File: src/mbx_pkg.sv
package mbx_pkg;
	localparam int MBX_NPAR = 16;
	localparam int MBX_DEPTH = 48;
	localparam int MBX_MAXQ = 16;
	localparam logic [7:0] FN_READ = 8'h03;
	localparam logic [7:0] FN_WR1 = 8'h06;
	localparam logic [7:0] FN_DIAG = 8'h08;
	localparam logic [7:0] FN_WRN = 8'h10;
	localparam logic [7:0] FN_EXC = 8'h80;
	localparam logic [7:0] EX_NONE = 8'h00;
	localparam logic [7:0] EX_CMD = 8'h01;
	localparam logic [7:0] EX_ADDR = 8'h02;
	localparam logic [7:0] EX_VALUE = 8'h03;
	localparam logic [7:0] EX_FAIL = 8'h04;
	localparam logic [7:0] EX_PWD = 8'h05;
	localparam logic [7:0] EX_FRAME = 8'h06;
	localparam logic [7:0] EX_RO = 8'h07;
	localparam logic [7:0] EX_RUN = 8'h08;
	localparam logic [7:0] EX_LOCK = 8'h09;
	localparam logic [15:0] CTRL_ADDR = 16'h2000;
	localparam logic [15:0] PWD_ADDR = 16'h2100;
	localparam logic [15:0] RUN_FWD = 16'h0001;
	localparam logic [15:0] RUN_REV = 16'h0002;
	localparam logic [15:0] RUN_STOP = 16'h0005;
	localparam logic [15:0] TERM_RESET_FN = 16'h0007;
	localparam logic [15:0] CRC_INIT = 16'hffff;
	localparam logic [15:0] CRC_POLY = 16'ha001;
	localparam logic [1:0] SRC_COMM = 2'h2;
	localparam logic [1:0] CHAN_MODBUS = 2'h0;
	localparam longint CLK_HZ = 250000000;
	localparam longint BAUD_DEF = 9600;
	localparam longint CHAR_BITS = 11;
	localparam longint T35_TENTHS = 35;
	localparam int MBX_T35_CYCLES = int'((T35_TENTHS * CHAR_BITS * CLK_HZ
		+ 10 * BAUD_DEF - 1) / (10 * BAUD_DEF));
	localparam logic [11:0] A_CFG = 12'h000;
	localparam logic [11:0] A_PWD = 12'h004;
	localparam logic [11:0] A_ROM = 12'h008;
	localparam logic [11:0] A_RLM = 12'h00c;
	localparam logic [11:0] A_STAT = 12'h010;
	localparam logic [11:0] A_PAR = 12'h040;
	localparam int CFG_STN_LSB = 0;
	localparam int CFG_BAUD_LSB = 8;
	localparam int CFG_FMT_LSB = 12;
	localparam int CFG_SRC_LSB = 16;
	localparam int CFG_CHAN_LSB = 18;
	localparam int CFG_LOCK_BIT = 20;
	localparam logic [7:0] STN_RST = 8'h01;
	typedef enum logic [2:0] {
		S_WAIT = 3'b000,
		S_LISTEN = 3'b001,
		S_RECV = 3'b011,
		S_CHK = 3'b010,
		S_WR = 3'b110,
		S_TX = 3'b111
	} mbx_state_t;
	typedef struct packed {
		logic [7:0] station;
		logic [3:0] baud;
		logic [3:0] fmt;
		logic [1:0] src;
		logic [1:0] chan;
		logic lock_en;
	} mbx_cfg_t;
	localparam mbx_cfg_t CFG_RST = '{STN_RST, 4'h0, 4'h0, 2'h0, 2'h0, 1'b0};
	typedef struct packed {
		mbx_state_t state;
		logic [23:0] gap;
		logic [5:0] len;
		logic ovf;
		logic rxerr;
		logic [15:0] crc;
		logic [MBX_DEPTH-1:0][7:0] buf_;
		logic [MBX_NPAR-1:0][15:0] par;
		mbx_cfg_t cfg;
		logic [15:0] pwd;
		logic [15:0] ro;
		logic [15:0] rl;
		logic unlocked;
		logic running;
		logic reverse;
		logic faulted;
		logic [7:0] fcode;
		logic [7:0] exc;
		logic [7:0] last_exc;
		logic [5:0] cnt;
		logic [5:0] txlen;
		logic [7:0] txd;
		logic keyp;
		logic [4:0] termp;
		logic [2:0] leds;
		logic [31:0] prdata;
		logic pslverr;
	} mbx_st_t;
	function automatic logic [15:0] crc_step(input logic [15:0] c,
		input logic [7:0] b);
		logic [15:0] r;
		r = c ^ {8'h00, b};
		for (int i = 0; i < 8; i++)
		begin
			r = r[0] ? ((r >> 1) ^ CRC_POLY) : (r >> 1);
		end
		return r;
	endfunction
	function automatic logic [3:0] term_idx(input int k);
		logic [3:0] t;
		t = (k == 4) ? 4'h9 : 4'(k + 1);
		return t;
	endfunction
endpackage

File: src/mbx_slave.sv
`timescale 1ns/1ps
// Operation
// - every rejected request gets an error reply
// - unsupported function code answers 01H
// - request while faulted answers 01H
// - address plus quantity out of space: 02H
// - bad count or byte total: 03H
// - invalid setting like duplicate terminal: 04H
// - wrong password at verify address: 05H
// - bad length or CRC answers 06H
// - read-only parameter write: unchanged, 07H
// - running-locked parameter while running: 08H
// - locked without password: reads, writes 09H
// - 0001H to 2000H runs forward
// - accepted single write echoed unchanged
// - run commands need comm source, Modbus
// - only own station address frames processed
// - fault lights three indicators, shows code
// - stop/reset key clears latched fault
// - terminal set to function 7 clears fault
// - frames framed by 3.5 character silence at 9600 baud, whatever the baud setting
module mbx_slave
	import mbx_pkg::*;
#(
	parameter int T35_CYCLES = MBX_T35_CYCLES
)(
	input  wire logic        pclk,
	input  wire logic        presetn,
	input  wire logic        psel,
	input  wire logic        penable,
	input  wire logic        pwrite,
	input  wire logic [11:0] paddr,
	input  wire logic [31:0] pwdata,
	output logic             pready,
	output logic [31:0]      prdata,
	output logic             pslverr,
	input  wire logic        rx_valid,
	input  wire logic [7:0]  rx_data,
	input  wire logic        rx_err,
	output logic             tx_valid,
	output logic [7:0]       tx_data,
	input  wire logic        tx_ready,
	input  wire logic        fault_event,
	input  wire logic [7:0]  fault_code,
	input  wire logic        stop_reset_key,
	input  wire logic [4:0]  terminal_in,
	output logic             run_forward,
	output logic             run_reverse,
	output logic             run_tune_indicator,
	output logic             direction_indicator,
	output logic             local_remote_indicator,
	output logic [7:0]       fault_display,
	output logic [3:0]       baud_rate_setting,
	output logic [3:0]       character_format_setting
);

	mbx_st_t s;
	mbx_st_t n;

	// apb decode: 0 none, 1..5 fixed registers, 8 parameter window
	function automatic logic [3:0] reg_sel(input logic [11:0] ad);
		logic [3:0] r;
		r = 4'h0;
		if (ad == A_CFG)
			r = 4'h1;
		else if (ad == A_PWD)
			r = 4'h2;
		else if (ad == A_ROM)
			r = 4'h3;
		else if (ad == A_RLM)
			r = 4'h4;
		else if (ad == A_STAT)
			r = 4'h5;
		else if (ad >= A_PAR && ad < A_PAR + 12'(4 * MBX_NPAR)
			&& ad[1:0] == 2'b00)
			r = 4'h8;
		return r;
	endfunction

	logic [7:0]  fn;
	logic [15:0] a;
	logic [15:0] q;
	logic [7:0]  bc;
	logic [15:0] wa;
	logic [15:0] wv;
	logic [3:0]  pi;
	logic [5:0]  wi;
	logic [7:0]  hx;
	logic [7:0]  wx;
	logic        known;
	logic        lenbad;
	logic        locked;
	logic        silent;
	logic        gated;
	logic        dup;
	logic        isterm;
	logic        clr;
	logic        last;
	logic [16:0] aend;
	logic [3:0]  sel;
	logic [3:0]  ti;
	logic [15:0] crc_n;

	always_comb
	begin
		n = s;
		fn = s.buf_[1];
		a = {s.buf_[2], s.buf_[3]};
		q = {s.buf_[4], s.buf_[5]};
		bc = s.buf_[6];
		wa = a + {10'h000, s.cnt};
		wi = 6'(7) + {s.cnt[4:0], 1'b0};
		wv = (fn == FN_WRN) ? {s.buf_[wi], s.buf_[wi + 6'(1)]} : q;
		pi = wa[3:0];
		aend = {1'b0, a} + {1'b0, q};
		silent = s.gap >= 24'(T35_CYCLES);
		locked = s.cfg.lock_en & ~s.unlocked;
		gated = s.cfg.src == SRC_COMM && s.cfg.chan == CHAN_MODBUS;
		known = fn == FN_READ || fn == FN_WR1 || fn == FN_DIAG
			|| fn == FN_WRN;
		crc_n = s.crc;
		ti = 4'h0;
		sel = 4'h0;
		last = 1'b0;

		// frame level checks in descending priority, first match wins
		lenbad = s.ovf | s.rxerr | (s.len < 6'd4)
			| (known && fn != FN_WRN && s.len != 6'd8)
			| (fn == FN_WRN && {2'b00, s.len} != bc + 8'd9);
		hx = EX_NONE;
		if (lenbad || s.crc != 16'h0000)
			hx = EX_FRAME;
		else if (locked && !(fn == FN_WR1 && a == PWD_ADDR))
			hx = EX_LOCK;
		else if (!known)
			hx = EX_CMD;
		else if (s.faulted)
			hx = EX_CMD;
		else if (((fn == FN_READ || fn == FN_WRN)
			&& (q == 16'h0000 || q > 16'(MBX_MAXQ)))
			|| (fn == FN_WRN && {8'h00, bc} != {q[14:0], 1'b0})
			|| (fn == FN_DIAG && a != 16'h0000))
			hx = EX_VALUE;
		else if (((fn == FN_READ || fn == FN_WRN)
			&& aend > 17'(MBX_NPAR))
			|| (fn == FN_WR1 && a >= 16'(MBX_NPAR)
			&& a != CTRL_ADDR && a != PWD_ADDR))
			hx = EX_ADDR;

		// per word checks, all words before any is written
		isterm = 1'b0;
		dup = 1'b0;
		for (int k = 0; k < 5; k++)
		begin
			if (term_idx(k) == pi)
				isterm = 1'b1;
		end
		for (int k = 0; k < 5; k++)
		begin
			if (isterm && term_idx(k) != pi && wv != 16'h0000
				&& s.par[term_idx(k)] == wv)
				dup = 1'b1;
		end
		wx = EX_NONE;
		if (wa == PWD_ADDR)
			wx = (wv != s.pwd) ? EX_PWD : EX_NONE;
		else if (wa == CTRL_ADDR)
			wx = (wv == RUN_FWD || wv == RUN_REV || wv == RUN_STOP)
				? EX_NONE : EX_FAIL;
		else if (s.ro[pi])
			wx = EX_RO;
		else if (s.rl[pi] && s.running)
			wx = EX_RUN;
		else if (dup)
			wx = EX_FAIL;

		// apb: read data captured in setup, writes in access
		sel = reg_sel(paddr);
		if (psel && !penable)
		begin
			n.pslverr = sel == 4'h0;
			unique case (sel)
				4'h1: n.prdata = {11'h000, s.cfg.lock_en, s.cfg.chan,
					s.cfg.src, s.cfg.fmt, s.cfg.baud, s.cfg.station};
				4'h2: n.prdata = {16'h0000, s.pwd};
				4'h3: n.prdata = {16'h0000, s.ro};
				4'h4: n.prdata = {16'h0000, s.rl};
				4'h5: n.prdata = {8'h00, s.last_exc, s.fcode, 4'h0,
					s.unlocked, s.reverse, s.running, s.faulted};
				4'h8: n.prdata = {16'h0000, s.par[paddr[5:2]]};
				default: n.prdata = 32'h0000_0000;
			endcase
		end
		if (psel && penable && pwrite)
		begin
			unique case (sel)
				4'h1:
				begin
					n.cfg.station = pwdata[CFG_STN_LSB +: 8];
					n.cfg.baud = pwdata[CFG_BAUD_LSB +: 4];
					n.cfg.fmt = pwdata[CFG_FMT_LSB +: 4];
					n.cfg.src = pwdata[CFG_SRC_LSB +: 2];
					n.cfg.chan = pwdata[CFG_CHAN_LSB +: 2];
					n.cfg.lock_en = pwdata[CFG_LOCK_BIT];
					if (pwdata[CFG_LOCK_BIT])
						n.unlocked = 1'b0;
				end
				4'h2: n.pwd = pwdata[15:0];
				4'h3: n.ro = pwdata[15:0];
				4'h4: n.rl = pwdata[15:0];
				4'h8: n.par[paddr[5:2]] = pwdata[15:0];
				default: n.pwd = s.pwd;
			endcase
		end

		// line silence restarts on every character either way
		if (rx_valid || (s.state == S_TX && tx_ready))
			n.gap = 24'h000000;
		else if (!silent)
			n.gap = s.gap + 24'h000001;

		unique case (s.state)
			S_WAIT:
			begin
				if (silent && !rx_valid)
					n.state = S_LISTEN;
			end
			S_LISTEN:
			begin
				if (rx_valid)
				begin
					n.buf_[0] = rx_data;
					n.len = 6'd1;
					n.crc = crc_step(CRC_INIT, rx_data);
					n.ovf = 1'b0;
					n.rxerr = rx_err;
					n.state = S_RECV;
				end
			end
			S_RECV:
			begin
				if (rx_valid)
				begin
					if (s.len == 6'(MBX_DEPTH))
						n.ovf = 1'b1;
					else
					begin
						n.buf_[s.len] = rx_data;
						n.len = s.len + 6'd1;
					end
					n.crc = crc_step(s.crc, rx_data);
					n.rxerr = s.rxerr | rx_err;
				end
				else if (silent)
				begin
					n.state = S_CHK;
					n.cnt = 6'd0;
				end
			end
			S_CHK:
			begin
				if (s.buf_[0] != s.cfg.station)
					n.state = S_WAIT;
				else if (hx != EX_NONE)
				begin
					n.exc = hx;
					n.cnt = 6'd0;
					n.state = S_WR;
				end
				else if ((fn == FN_WR1 || fn == FN_WRN) && wx != EX_NONE)
				begin
					n.exc = wx;
					n.cnt = 6'd0;
					n.state = S_WR;
				end
				else if (fn == FN_WRN && s.cnt != q[5:0] - 6'd1)
					n.cnt = s.cnt + 6'd1;
				else
				begin
					n.exc = EX_NONE;
					n.cnt = 6'd0;
					n.state = S_WR;
				end
			end
			S_WR:
			begin
				if (s.exc != EX_NONE)
				begin
					n.buf_[1] = fn | FN_EXC;
					n.buf_[2] = s.exc;
					n.txlen = 6'd3;
					n.last_exc = s.exc;
					last = 1'b1;
				end
				else
				begin
					unique case (fn)
						FN_READ:
						begin
							n.buf_[2] = {q[6:0], 1'b0};
							// all words at once: they land on the header
							// bytes that name them
							for (int k = 0; k < MBX_MAXQ; k++)
								if (16'(k) < q)
									{n.buf_[3 + 2 * k], n.buf_[4 + 2 * k]} =
										s.par[pi + 4'(k)];
							n.txlen = 6'd3 + {q[4:0], 1'b0};
							last = 1'b1;
						end
						FN_WR1:
						begin
							if (wa == PWD_ADDR)
								n.unlocked = 1'b1;
							else if (wa == CTRL_ADDR)
							begin
								if (gated && !s.faulted)
								begin
									n.running = wv != RUN_STOP;
									n.reverse = wv == RUN_REV;
								end
							end
							else
								n.par[pi] = wv;
							n.txlen = 6'd6;
							last = 1'b1;
						end
						FN_WRN:
						begin
							n.par[pi] = wv;
							n.txlen = 6'd6;
							last = s.cnt == q[5:0] - 6'd1;
						end
						default:
						begin
							n.txlen = 6'd6;
							last = 1'b1;
						end
					endcase
				end
				if (last)
				begin
					n.cnt = 6'd0;
					n.crc = CRC_INIT;
					n.txd = s.buf_[0];
					n.state = S_TX;
				end
				else
					n.cnt = s.cnt + 6'd1;
			end
			S_TX:
			begin
				// crc is rebuilt while sending, so an echo repeats the
				// received check bytes exactly
				if (tx_ready)
				begin
					n.cnt = s.cnt + 6'd1;
					if (s.cnt < s.txlen)
					begin
						crc_n = crc_step(s.crc, s.buf_[s.cnt]);
						n.crc = crc_n;
						n.txd = (s.cnt + 6'd1 < s.txlen)
							? s.buf_[s.cnt + 6'd1] : crc_n[7:0];
					end
					else if (s.cnt == s.txlen)
						n.txd = s.crc[15:8];
					else
						n.state = S_WAIT;
				end
			end
			default: n.state = S_WAIT;
		endcase

		// fault latch: a new fault wins over a same-cycle reset
		clr = stop_reset_key & ~s.keyp;
		for (int k = 0; k < 5; k++)
		begin
			ti = term_idx(k);
			if (terminal_in[k] && !s.termp[k]
				&& s.par[ti] == TERM_RESET_FN)
				clr = 1'b1;
		end
		n.keyp = stop_reset_key;
		n.termp = terminal_in;
		if (fault_event)
		begin
			n.faulted = 1'b1;
			n.fcode = fault_code;
			n.running = 1'b0;
		end
		else if (clr)
			n.faulted = 1'b0;
		n.leds = n.faulted ? 3'b111
			: {n.cfg.src == SRC_COMM, n.reverse, n.running};
	end

	always_ff @(posedge pclk or negedge presetn)
	begin
		if (!presetn)
		begin
			s <= '0;
			s.state <= S_WAIT;
			s.cfg <= CFG_RST;
		end
		else
			s <= n;
	end

	// zero wait states: read data was captured in the setup cycle
	assign pready = 1'b1;
	assign prdata = s.prdata;
	assign pslverr = s.pslverr;
	assign tx_valid = s.state == S_TX && s.cnt <= s.txlen + 6'd1;
	assign tx_data = s.txd;
	assign run_forward = s.running & ~s.reverse;
	assign run_reverse = s.running & s.reverse;
	assign run_tune_indicator = s.leds[0];
	assign direction_indicator = s.leds[1];
	assign local_remote_indicator = s.leds[2];
	assign fault_display = s.faulted ? s.fcode : 8'h00;
	// the uart outside takes these; the master must match them
	assign baud_rate_setting = s.cfg.baud;
	assign character_format_setting = s.cfg.fmt;

endmodule // mbx_slave

File: config.mk
export PLATFORM = sky130hd
export DESIGN_NAME = mbx_slave
export DESIGN_NICKNAME = d
export VERILOG_FILES = /design/src/mbx_pkg.sv /design/src/mbx_slave.sv
export SDC_FILE = /design/constraint.sdc
export NUM_CORES = 2
export LEC_CHECK = 0
export BUFFER_PORTS_ARGS = -buffer_cell sky130_fd_sc_hd__buf_2
export CORE_UTILIZATION = 35
export CTS_CLUSTER_SIZE = 10
export DETAILED_ROUTE_END_ITERATION = 12
export PLACE_DENSITY_LB_ADDON = 0.12
export SLEW_MARGIN = 20
export SYNTH_ARGS = -nofsm -noshare
export SYNTH_HDL_FRONTEND = slang
export SYNTH_SLANG_ARGS = --single-unit
File: constraint.sdc
create_clock -name pclk -period 5.95 [get_ports pclk]
set_input_delay 1.19 -clock pclk [delete_from_list [all_inputs] [get_ports pclk]]
set_output_delay 1.19 -clock pclk [all_outputs]
set_load 0.005 [all_outputs]
==> summary.txt <==
Yosys
  • Sequential area share after synthesis: a little under a third
  • Number of synthesized flops with an enable pin: 0
  • Synthesized netlist cell count: about 6700
  • Cell taking the most area after synthesis: dfrtp_1
  • Avg Inst Size Synth: 9.92 um2
  • Post-synth top area share: between 30% and 40%
  • Synth Cell Area: roughly 0.066 mm2
  • Unique cell type count in the Yosys netlist: slightly below 100
  • Top cells by area, synth: dfrtp_1 (31%), mux4_2 (20%), mux2_2 (6.5%)
  • Ys flop type: dfrtp_1
  • Yosys warns: 0
  • Async set-reset flop share out of synthesis: 100%
  • Synth Register Bits: between 800 and 900

Setup path
  • CP bufs+invs: 8
  • Type of the worst setup path: flip-flop to flip-flop
  • Slowest cell on the critical path: a221oi_4
  • Endpoint class of the critical path: flip-flop
  • Critical path's top delay family: buffers and inverters
  • WP data required: approximately 6.6 ns
  • Crit-path max FO: 17
  • Reg2reg setup slack: around 0.17 ns
  • CP peak stage delay: about 0.54 ns
  • Worst r2r path cells: 20
  • CP arrival: roughly 6.5 ns
  • CP Depth: 20
  • Crit-path cells: inv_2, ha_4, or3b_1, a21o_1, a221oi_4, buf_4, a2111oi_0, buf_4, a221oi_4, buf_4, buf_4, xnor2_1, nor4_1, buf_4, nand4_1, buf_4, a41oi_2, buf_12, o21bai_4, mux2_4
  • Setup crit start kind: flip-flop
  • Crit-path most repeated cell: buf_4

Placement
  • Routability congestion estimate from global placement: 1.02
  • IO Port Bufs: around 120
  • Detailed Place HPWL: approximately 260000 um
  • Dpl cells: 8996
  • Cell Area, Placed: 0.0708 mm2

Pwr
  • Worst vdd ir: 0.565 mV
  • Combinational share of power: about 53%
  • Sw power: 15.5 mW
  • LEAKAGE: between 20 and 30 nW
  • Pwr dens: roughly 430 mW/mm2
  • Cell internal pwr: roughly 17 mW
  • Flop pwr share: around a quarter
  • Clock power share: a little over a fifth
  • Switch share: between 40% and 50%

Floorplanning
  • IO Pins: approximately 140
  • Die height: roughly 440 um
  • Num rows: 159
  • Die area: 0.191 mm2
  • Core ar.: 0.188 mm2
  • Initial Util: around a third
  • Die width: around 440 um

Clocking
  • Worst-Skew Late Latency: slightly below 0.8 ns
  • Clk slew on worst S/H paths: 0.06 ns
  • H-tree levels: 3
  • Clk sinks: a little over 800
  • Root Driver: clkbuf_16
  • Post-CTS setup buffer count: 0
  • TritonCTS clock tree: done
  • Num CTS Buffers: around 110
  • Hold_buf cts: 0
  • CTS Buffer Depth: 3
  • Post-CTS Resized: 0

Cells and area
  • Synth-to-layout area growth: 11.9%
  • Count of non-filler cells in the finished layout: around 9200
  • Fillers: roughly 19000
  • Layout cells sized above 1: 25.8%
  • Fin util: about two fifths
  • Fin nets: 6754
  • Final instance area: 0.0743 mm2

Detailed routing
  • Mean routed wirelength per cell: roughly 37 um
  • Remaining DRCs: 4
  • Vias/cell: roughly 6.5
  • Total iterations of the first detailed-routing run: 12
  • Final ANT Viol Nets: 0
  • Via count: about 60000
  • 1st-iter DRT viols: 8138
  • Total Routed Length: approximately 340000 um

Timing
  • Actual slew at the worst max-slew pin: approximately 1.3 ns
  • Unrepaired setup endpoints after global routing: false
  • Max-slew violations: 0
  • Fin Clk Skew: roughly 0.035 ns
  • Ratio of final minimum period to clock period: 97.1%
  • Fmax: about 170 MHz
  • Setup tns final: 0 ns
  • Minimum clock period: 5.78 ns
  • Finish-stage setup viols: 0
  • Rel. slew slack: approximately 15%
  • Final hold vios: 0
  • Hold Worst Slack: approximately 0.36 ns

Status
  • Status: complete, but fails checks
  • Failing checks: design-rule violations

GRT
  • First-pass GRT wire length: about 460000 um
  • Pin count of the biggest net entering global routing: approximately 140
  • Total global-route track usage: between 30 and 40%
  • Global route total overflow: 0
  • Vias in the first global route: around 55000
  • Initial antenna violation count: 18

Hold path
  • Hold WC Path Type: input port to async pin

Flow run
  • Max-cap violations: 0
power by group through the flow:
stage / Sequential [mW] / Clock, mW / Combinational (mW)
6_report: 8.36 / 6.68 / 17.0
2_1_floorplan: 7.41 / 0 / 10.5
3_3_place_gp: 8.29 / 0 / 16.4
4_1_cts: 8.23 / 6.76 / 16.6
5_1_grt: 8.38 / 6.97 / 17.8
3_5_place_dp: 8.33 / 0 / 16.5
cells in the mapped netlist, types with 50 or more instances:
master / n
a211oi_1: 122
a21oi_1: 649
a22oi_1: 71
a31oi_1: 83
buf_1: 83
buf_4: 67
clkbuf_1: 478
dfrtp_1: 830
ha_1: 67
inv_1: 73
mux2_2: 381
mux2i_1: 388
mux4_2: 595
nand2_1: 642
nand3_1: 69
nor2_1: 725
nor3_1: 54
o21a_1: 59
o21ai_0: 379
o221ai_1: 50
xnor2_1: 147
xor2_1: 93
kinds of logic (layout without fill, tap and decap cells):
| kind of cell | Yosys count | count (layout) | share of synthesized area, % |
|---|---|---|---|
| muxes | 1368 | 1368 | 32.6 |
| adders and majority gates | 69 | 69 | 1.32 |
| xor gates and xnor gates | 242 | 242 | 3.21 |
| and+or+nand+nor | 1745 | 1745 | 11.2 |
| other | 2 | 19 | 0.0113 |
| buffers and inverters | 758 | 742 | 4.80 |
| DFF | 831 | 831 | 31.3 |
| AOI/OAI and AO/OA | 1676 | 1676 | 15.5 |
metal layers:
layer / vias to the layer above / GRT usage, % / part of all wire (%)
met5: - / 0 / 0.019
met1: 30490 / 47.8 / 41
met4: 10 / 17.2 / 6.0
met3: 603 / 8.91 / 10
met2: 3529 / 49.7 / 42
li1: 24902 / - / -
through the flow:
stage | setup slack, ns | total power [mW]
6_report | 0.171 | 32.1
4_1_cts | 0.220 | 31.6
3_5_place_dp | 0.255 | 24.9
3_3_place_gp | 0.251 | 24.7
2_1_floorplan | 0.330 | 17.9
5_1_grt | 0.0413 | 33.2
registers in the layout, summed over array words and instances, names as in the netlist, 4 cells and up:
signal	flops
prdata	21
fn	8
q	16
character_format_setting	4
baud_rate_setting	4
a	16
tx_data	8
s	742
bc	8
final cells by class:
| type | instances | area [um2] | share of cell area [%] |
|---|---|---|---|
| clock buffer | 155 | 3090 | 4.16 |
| multi-input combinational | 5112 | 42900 | 57.7 |
| clock inverter | 29 | 388 | 0.522 |
| tap | 2495 | 3120 | 4.20 |
| sequential | 831 | 20800 | 28.0 |
| timing repair buffer | 479 | 3670 | 4.95 |
| antenna | 7 | 17.5 | 0.0236 |
| inverter | 79 | 297 | 0.399 |
cell usage in the layout (no fill, tap or decap), types with 68 or more instances in the layout:
| cell type | n |
|---|---|
| mux4_2 | 595 |
| nand2_1 | 641 |
| a21oi_1 | 647 |
| nor2_1 | 703 |
| a31oi_1 | 82 |
| mux2_2 | 381 |
| xnor2_1 | 141 |
| buf_4 | 336 |
| nand3_1 | 68 |
| dfrtp_1 | 827 |
| o21ai_0 | 376 |
| mux2i_1 | 388 |
| buf_2 | 113 |
| xor2_1 | 86 |
| clkbuf_16 | 107 |
| a22oi_1 | 71 |
| a211oi_1 | 122 |
| inv_1 | 71 |
path summary, 6_finish.rpt:
kind	from	endpoint
setup reg to reg	s[56]	s[73]
hold / removal	presetn	tx_data[0]
max in group asynchronous	presetn	s[237]
hold reg to reg	prdata[5]	prdata[5]
setup / recovery	s[56]	s[73]
min in group pclk	prdata[5]	prdata[5]
No activity file was read; power rests on OpenSTA's default activity.
